`src/fdsm_pkg.sv`:
```
// Package for the fan duty and speed monitor: configuration and status bit
// positions, duty tables, timing constants and the carrier structs.
// Assumes a single 100 MHz clock and a synchronous active-high reset.
// Operation
// - Duty comes from thermal input when select bit is 0, else register
// - Unconnected thermal input under analog control gives 39.33% duty
// - Duty source select may change any time, takes effect directly
// - Thermal input 1.62 V to 2.6 V maps to 30% to 100% rising
// - Thermal input below range is clamped to 30% duty
// - Input above 2.6 V sets overheat flag and optionally alert low
// - Four-bit duty register decodes linearly from 30% to 100%
// - Power-up and shutdown exit force full duty, then selected source
// - Drive stops only while the power down bit is set
// - Drive keeps pulsing even after a stalled fan is detected
// - Only comparator-qualified sense pulses count toward speed
// - Pulses per revolution field scales the speed, default two
// - Speed held in nine-bit read-only register, step 25 FAN_SPEED_VALUE
// - Fine step bit selects 25 FAN_SPEED_VALUE nine-bit or 50 FAN_SPEED_VALUE eight-bit
// - Speed beyond 12775 FAN_SPEED_VALUE sets the counter overflow flag
// - Overflow flag clears after 2.4 s continuously below maximum
// - Forced full duty lasts one second, then source from config
package fdsm_pkg;
    localparam int CLK_HZ = 100_000_000;
    // Configuration bit positions
    localparam int CFG_PDN_BIT = 0;
    localparam int CFG_PPR_LO = 1;
    localparam int CFG_SRC_BIT = 5;
    localparam int CFG_FINE_BIT = 6;
    localparam logic [7:0] CFG_RESET = 8'h02;
    // Status bit positions
    localparam int STS_OVF_BIT = 3;
    localparam int STS_HOT_BIT = 5;
    // Duty in 1/256 units of a PWM period; 30% and 100% end points
    localparam int DUTY_W = 8;
    localparam logic [8:0] DUTY_MIN = 9'h04D;
    localparam logic [8:0] DUTY_FULL = 9'h100;
    localparam logic [8:0] DUTY_STEP_X3 = 9'h024;
    localparam logic [3:0] DUTY_OPEN_CODE = 4'h2;
    // Thermal code: 8-bit digitised input, end points of the control span
    localparam logic [7:0] VIN_LO = 8'h53;
    localparam logic [7:0] VIN_HI = 8'h85;
    // PWM period in clocks
    localparam int PWM_CLKS = 256;
    // Timing, in milliseconds
    localparam int START_MS = 1000;
    localparam int OVF_MS = 2400;
    localparam int GATE_MS = 1000;
    localparam longint START_CYC = longint'(START_MS) * CLK_HZ / 1000;
    localparam longint OVF_CYC = longint'(OVF_MS) * CLK_HZ / 1000;
    localparam longint GATE_CYC = longint'(GATE_MS) * CLK_HZ / 1000;
    // Speed scale: 25 FAN_SPEED_VALUE per lsb, 9-bit maximum reading
    localparam int RPM_LSB = 25;
    localparam logic [8:0] SPD_MAX = 9'h1FF;
    localparam int SEC_PER_MIN = 60;

    typedef struct packed {
        logic power_down_request;
        logic duty_source_select;
        logic fine_rpm_step_select;
        logic [1:0] pulses_per_rev_select;
    } fdsm_cfg_s;

    typedef struct packed {
        logic overheat_flag;
        logic speed_count_overflow;
    } fdsm_sts_s;
endpackage

```
`src/fdsm_pwm.sv`:
```
// PWM generator: period counter compared against a duty in 1/256 units.
// Assumes the duty input is stable or changes only between periods.
`timescale 1ns/1ns
module fdsm_pwm #(
    parameter int PERIOD = 256
) (
    // Clock and reset
    input wire logic mclk,
    input wire logic sys_rst,
    // Control
    input wire logic run,
    input wire logic [8:0] duty,
    // Output
    output logic pwm_q
);
    import fdsm_pkg::*;
    logic [8:0] cnt_q;
    logic [8:0] duty_q;
    wire wrap = (cnt_q == 9'(PERIOD - 1));
    wire on_d = run && (cnt_q < duty_q);

    // Duty latched at period wrap to avoid runt pulses
    always_ff @(posedge mclk) begin
        if (sys_rst || !run) begin
            cnt_q <= 9'h000;
            duty_q <= DUTY_FULL;
            pwm_q <= 1'b0;
        end else begin
            cnt_q <= wrap ? 9'h000 : cnt_q + 9'h001;
            if (wrap) begin
                duty_q <= duty;
            end
            pwm_q <= on_d;
        end
    end
endmodule

```
`src/fdsm_sync.sv`:
```
// Three-stage synchroniser; output changes once stages two and three agree.
// Assumes the input is asynchronous to mclk.
`timescale 1ns/1ns
module fdsm_sync (
    // Clock and reset
    input wire logic mclk,
    input wire logic sys_rst,
    // Signals
    input wire logic din,
    output logic dout_q
);
    logic s1_q;
    logic s2_q;
    logic s3_q;

    // Stage one feeds only stage two
    always_ff @(posedge mclk) begin
        if (sys_rst) begin
            s1_q <= 1'b0;
            s2_q <= 1'b0;
            s3_q <= 1'b0;
            dout_q <= 1'b0;
        end else begin
            s1_q <= din;
            s2_q <= s1_q;
            s3_q <= s2_q;
            if (s2_q == s3_q) begin
                dout_q <= s3_q;
            end
        end
    end
endmodule

```
`src/fdsm_top.sv`:
```
// Fan duty and speed monitor core: duty source select, start-up kick,
// shutdown, overheat flag and sense pulse speed measurement.
// Assumes the register slave, digitiser and comparator sit outside.
`timescale 1ns/1ns
module fdsm_top #(
    parameter longint START_CYCLES = fdsm_pkg::START_CYC,
    parameter longint OVF_CYCLES = fdsm_pkg::OVF_CYC,
    parameter longint GATE_CYCLES = fdsm_pkg::GATE_CYC,
    parameter bit HOT_ALERT = 1'b1
) (
    // Clock and reset
    input wire logic mclk,
    input wire logic sys_rst,
    // Configuration and duty register, from the register slave
    input wire logic [7:0] cfg_wdata,
    input wire logic cfg_we,
    input wire logic [3:0] duty_wdata,
    input wire logic duty_we,
    // Analog front end
    input wire logic [7:0] thermal_voltage_in,
    input wire logic thermal_open,
    input wire logic sense_pulse,
    // Fan drive and alert
    output logic fan_drive_out,
    output logic alert_n,
    // Readback
    output fdsm_pkg::fdsm_cfg_s cfg_q,
    output logic [3:0] fan_duty_setting_q,
    output logic [8:0] fan_speed_reading,
    output fdsm_pkg::fdsm_sts_s sts_q
);
    import fdsm_pkg::*;

    logic [8:0] fan_speed_value_q;
    logic [31:0] start_cnt_q;
    logic kick_q;
    logic pdn_prev_q;
    logic [31:0] gate_cnt_q;
    logic [15:0] pulse_cnt_q;
    logic [31:0] below_cnt_q;
    logic ovf_q;
    logic hot_q;
    logic sense_s;
    logic sense_prev_q;

    // Configuration, duty register; written any time
    always_ff @(posedge mclk) begin
        if (sys_rst) begin
            cfg_q.power_down_request <= CFG_RESET[CFG_PDN_BIT];
            cfg_q.duty_source_select <= CFG_RESET[CFG_SRC_BIT];
            cfg_q.fine_rpm_step_select <= CFG_RESET[CFG_FINE_BIT];
            cfg_q.pulses_per_rev_select <= CFG_RESET[CFG_PPR_LO +: 2];
            fan_duty_setting_q <= 4'h0;
        end else begin
            if (cfg_we) begin
                cfg_q.power_down_request <= cfg_wdata[CFG_PDN_BIT];
                cfg_q.duty_source_select <= cfg_wdata[CFG_SRC_BIT];
                cfg_q.fine_rpm_step_select <= cfg_wdata[CFG_FINE_BIT];
                cfg_q.pulses_per_rev_select <= cfg_wdata[CFG_PPR_LO +: 2];
            end
            if (duty_we) begin
                fan_duty_setting_q <= duty_wdata;
            end
        end
    end

    // Duty decode: 30% plus 4.67% steps, code 15 lands on full
    // linear decode
    function automatic logic [8:0] code_duty(input logic [3:0] c);
        logic [8:0] d;
        d = DUTY_MIN + 9'((13'(c) * 13'(DUTY_STEP_X3)) / 13'h3);
        code_duty = (c == 4'hF) ? DUTY_FULL : d;
        return code_duty;
    endfunction

    wire vin_low = thermal_voltage_in <= VIN_LO;
    wire vin_high = thermal_voltage_in >= VIN_HI;
    wire [15:0] vin_span = 16'(thermal_voltage_in - VIN_LO)
        * 16'(DUTY_FULL - DUTY_MIN);
    wire [8:0] vin_duty = vin_low ? DUTY_MIN : vin_high ? DUTY_FULL :
        9'(DUTY_MIN + 9'(vin_span / 16'(VIN_HI - VIN_LO)));

    wire [8:0] analog_duty = thermal_open ? code_duty(DUTY_OPEN_CODE)
        : vin_duty;
    wire [8:0] sel_duty = cfg_q.duty_source_select
        ? code_duty(fan_duty_setting_q) : analog_duty;
    wire [8:0] drive_duty = kick_q ? DUTY_FULL : sel_duty;
    wire run = !cfg_q.power_down_request;

    // Start-up kick: restarts on reset and on leaving power down
    // one second kick
    always_ff @(posedge mclk) begin
        if (sys_rst) begin
            start_cnt_q <= 32'h0;
            kick_q <= 1'b1;
            pdn_prev_q <= 1'b0;
        end else begin
            pdn_prev_q <= cfg_q.power_down_request;
            if (!run || (pdn_prev_q && run)) begin
                start_cnt_q <= 32'h0;
                kick_q <= 1'b1;
            end else if (kick_q) begin
                if (start_cnt_q == 32'(START_CYCLES - 1)) begin
                    kick_q <= 1'b0;
                end
                start_cnt_q <= start_cnt_q + 32'h1;
            end
        end
    end

    fdsm_pwm #(
        .PERIOD(PWM_CLKS)
    ) u_pwm (
        .mclk(mclk),
        .sys_rst(sys_rst),
        .run(run),
        .duty(drive_duty),
        .pwm_q(fan_drive_out)
    );

    fdsm_sync u_sense_sync (
        .mclk(mclk),
        .sys_rst(sys_rst),
        .din(sense_pulse),
        .dout_q(sense_s)
    );
    wire sense_rise = sense_s && !sense_prev_q;

    // Speed: pulses per gate times 60 / (ppr * 25)
    // ppr scaling
    wire [31:0] rpm_raw = (32'(pulse_cnt_q) * 32'(SEC_PER_MIN))
        >> cfg_q.pulses_per_rev_select;
    wire [31:0] rpm_lsb = rpm_raw / 32'(RPM_LSB);
    wire over = rpm_lsb > 32'(SPD_MAX);
    wire gate_end = gate_cnt_q == 32'(GATE_CYCLES - 1);

    // Gate counter, pulse count and speed register; cleared in power down
    // nine-bit 25 FAN_SPEED_VALUE reading
    always_ff @(posedge mclk) begin
        if (sys_rst || !run) begin
            gate_cnt_q <= 32'h0;
            pulse_cnt_q <= 16'h0;
            sense_prev_q <= 1'b0;
            fan_speed_value_q <= 9'h000;
        end else begin
            sense_prev_q <= sense_s;
            gate_cnt_q <= gate_end ? 32'h0 : gate_cnt_q + 32'h1;
            if (gate_end) begin
                pulse_cnt_q <= 16'(sense_rise);
                fan_speed_value_q <= over ? SPD_MAX : rpm_lsb[8:0];
            end else if (sense_rise && pulse_cnt_q != 16'hFFFF) begin
                pulse_cnt_q <= pulse_cnt_q + 16'h1;
            end
        end
    end

    assign fan_speed_reading = cfg_q.fine_rpm_step_select ? fan_speed_value_q
        : {1'b0, fan_speed_value_q[8:1]};

    // Overflow sets on a gate over range, clears after 2.4 s below
    // overflow set
    always_ff @(posedge mclk) begin
        if (sys_rst || !run) begin
            ovf_q <= 1'b0;
            below_cnt_q <= 32'h0;
        end else if (gate_end && over) begin
            ovf_q <= 1'b1;
            below_cnt_q <= 32'h0;
        end else if (ovf_q) begin
            if (below_cnt_q == 32'(OVF_CYCLES - 1)) begin
                ovf_q <= 1'b0;
                below_cnt_q <= 32'h0;
            end else begin
                below_cnt_q <= below_cnt_q + 32'h1;
            end
        end
    end

    // Overheat follows the input level; alert only in the alert variant
    // overheat flag
    wire hot = thermal_voltage_in > VIN_HI && !thermal_open;
    always_ff @(posedge mclk) begin
        if (sys_rst || !run) begin
            hot_q <= 1'b0;
            alert_n <= 1'b1;
        end else begin
            hot_q <= hot;
            alert_n <= !(HOT_ALERT && hot);
        end
    end

    // Status word gathered from flag flops, so each has a single writer
    assign sts_q = fdsm_sts_s'{overheat_flag: hot_q,
        speed_count_overflow: ovf_q};
endmodule

```
`config.mk`:
```
export PLATFORM = sky130hd
export DESIGN_NAME = fdsm_top
export DESIGN_NICKNAME = d
export VERILOG_FILES = /design/src/fdsm_pkg.sv /design/src/fdsm_pwm.sv /design/src/fdsm_sync.sv /design/src/fdsm_top.sv
export SDC_FILE = /design/constraint.sdc
export NUM_CORES = 1
export LEC_CHECK = 0
export ABC_AREA = 1
export ABC_CLOCK_PERIOD_IN_PS = 34900
export BUFFER_PORTS_ARGS = -buffer_cell sky130_fd_sc_hd__buf_2
export CORE_AREA = 2 2 175 177
export DETAILED_ROUTE_END_ITERATION = 16
export DIE_AREA = 0 0 177 179
export PLACE_DENSITY = 0.69
export SYNTH_ARGS = -nofsm -noshare
export SYNTH_HDL_FRONTEND = slang
export SYNTH_HIERARCHICAL = 1
export SYNTH_SLANG_ARGS = --single-unit
```
`constraint.sdc`:
```
create_clock -name mclk -period 34.9 [get_ports mclk]
set_clock_uncertainty 0.1 [all_clocks]
set_input_delay 6.98 -clock mclk [delete_from_list [all_inputs] [get_ports mclk]]
set_output_delay 6.98 -clock mclk [all_outputs]
set_load 0.01 [all_outputs]
```
==> reports/results.ini <==
[status]
outcome = complete, no violations

[grt]
globalRoute.totalOverflow = 0
grt_first_pass_wirelength_um = 60820
pin_count_of_the_biggest_net_entering_global_routing = 30
gr-usage-all-layers_pct = 22.49
grt_antenna_before_repair = 0
first_global_vias = 14150

[route]
drtPass1Iterations = 5
routed-via-count = 15060
route.detailed.vias_per_inst = 5.087
drt_wl_total_um = 34630
route.detailed.wl_per_inst_um = 11.70
drc = 0
postRouteAntennaNets = 0
drt-initial-drc-count = 692

[die]
dieHeight_um = 179
number_of_cell_rows = 64
die_w_um = 177
start_util_pct = 53.93
dieArea_um2 = 31680
design.core.area_um2 = 30030
pin_count = 48

[timing]
final.period_utilization_pct = 57.38
final_hold_viols = 0
finalMaxSlewViolations = 0
finalSetupViolations = 0
grt_setup_unrepaired = no
timing_worst_slew_pin_value_ns = 0.8009
max-slew-margin-rel_pct = 46.04
timing.final.crit_period_ns = 20.02
fmaxAchievable_ghz = 0.04994
timing.setup.tns_ns = 0

[layout]
most_frequent_standard_cell_in_the_layout_excluding_fill_and_tap_cells = nand2_1
antenna-diode-count = 0
areaGrowthSynthToFinish_pct = 7.023
finalInstanceArea_um2 = 17330
drive_above_1_share_pct = 12.13
layout.core_utilization_pct = 57.72
finalNetCount = 2730
most-common-layout-cells = nand2_1 (574), inv_1 (450), nor2_1 (214)

[clock_network]
clock-root-buffer = clkbuf_16
cts_resizes = 0
post_cts_hold_buffer_count = 0
clock_sinks = 159
clk_pin_slew_ns = 0.07
tritoncts = done
clk_latency_ns = 0.43
htree_num_levels = 4
cts_setup_buffers = 0
cts_max_path_buffers = 2
cts_made_buffers = 17

[yosys]
synthesis.nets = 2692
synth.lib_cells_used.distinct = 67
synth-edff-count = 0
synth_cells = 2513
post_synth.cell_area_avg_um2 = 6.444
ys.flop_type = dfxtp_1
netlist_top_cells_area = dfxtp_1 (20%), nand2_1 (13%), inv_1 (10%)
async_reset_ff_share_pct = 0
synth.largest_area_cell = dfxtp_1
synth_warnings = 6
ys_seq_area_share_pct = 19.66
netlist_area_um2 = 16190
synthDominantCellAreaShare_pct = 19.66
synth-seq-cells = 159

[min_path]
min_path_type = register to register
holdPathStages = 2

[critical_path]
crit_top_cell = nand2_1
critical_path.startpoint_type = input pin
worstSetupEndpointType = register
critPathMaxStageDelay_ns = 0.71
worst-endpoint-required_ns = 35.11
cp.arrival_ns = 20.23
timing.critical_path.fanout_max = 9
crit_slowest_cell = a221oi_1
setup.worst_path.class = input pin to register
worst_r2r_path_depth = 98

[run]
drv_cap = 0

[placement]
place_congestion = 0.8827
place.port_buffers = 44
dpl.hpwl_um = 28040
placed_inst_area_um2 = 16760

==> critical path, delay by kind of cell <==
kind            cells  cell delay, ns
compound gates      9            1.90
xor+xnor            2            0.48
buf+inv            17            1.47
fa+ha+maj           7            2.60
simple gates       69            6.80
==> cell usage after synthesis, types with 3 or more instances <==
cell type	n
nand2_1	574
inv_1	450
nor2_1	214
dfxtp_1	159
nand3_1	143
a21oi_1	135
o21ai_0	123
ha_1	104
nand2_2	100
nor3_1	59
xor2_1	56
fa_1	49
nand2_4	37
nand4_1	35
nor4_1	25
inv_2	24
clkbuf_1	18
o21ai_1	17
xnor2_1	17
nand3_2	14
nor3b_1	13
nor2_2	11
a211oi_1	10
clkinv_1	10
o21a_1	9
a31oi_1	8
nand4_2	8
nor2_4	7
or2_2	7
and3_1	6
clkbuf_8	6
a221oi_1	5
nand3b_1	5
a21oi_2	4
nand4_4	4
o211ai_1	4
a22oi_1	3
o21ai_2	3
o21bai_1	3
==> cell type report <==
type | count | area, µm²
tap | 396 | 495.5
clock inverter | 14 | 145.1
clock buffer | 18 | 429.2
sequential | 159 | 3183
fill | 2942 | 12700
multi-input combinational | 1837 | 10990
inverter | 487 | 1834
timing repair buffer | 49 | 257.7
==> stage by stage <==
step	worst slack (ns)	hold slack [ns]	instances
final	14.88	0.3263	2960
after global routing	13.24	0.3606	2960
after CTS	14.94	0.3231	2960
after detailed placement	14.54	0.3018	2928
after global placement	14.75	0.3111	2928
after floorplan	16.50	0.2883	2513
==> path summary, 6_finish.rpt <==
check,to,slack (ns),start
setup / recovery,u_pwm/duty_q[8],14.88,thermal_voltage_in[0]
hold / removal,u_sense_sync/s2_q,0.33,u_sense_sync/s1_q
setup reg to reg,fan_speed_value_q[0],23.19,pulse_cnt_q[13]
hold reg to reg,u_sense_sync/s2_q,0.33,u_sense_sync/s1_q
==> flip-flops by register name, summed over array words and instances (netlist names), 4 cells and up <==
name and flops:
start_cnt_q 32, u_pwm/duty_q 9, below_cnt_q 32, fan_duty_setting_q 4
gate_cnt_q 32, pulse_cnt_q 16, u_pwm/cnt_q 9, cfg_q 5
fan_speed_value_q 9
==> metal layers <==
layer	part of all wire, %	GRT usage, %
met1	48	28.62
met2	48	40.47
met3	2.7	2.926
met4	1.1	4.821
met5	0	0
==> cell families (layout without fill, tap and decap cells) <==
| group | Yosys count | in the layout | share of synthesized area (%) |
|---|---|---|---|
| compound gates | 336 | 336 | 11.48 |
| xor+xnor | 73 | 73 | 3.948 |
| fa+ha+maj | 153 | 153 | 14.09 |
| buf+inv | 517 | 568 | 12.50 |
| flops | 159 | 159 | 19.66 |
| mux | 1 | 1 | 0.06181 |
| simple gates | 1274 | 1274 | 38.26 |
Power is not shown: default switching activity piles up to over one toggle a cycle in this logic, so the estimate is an artifact.
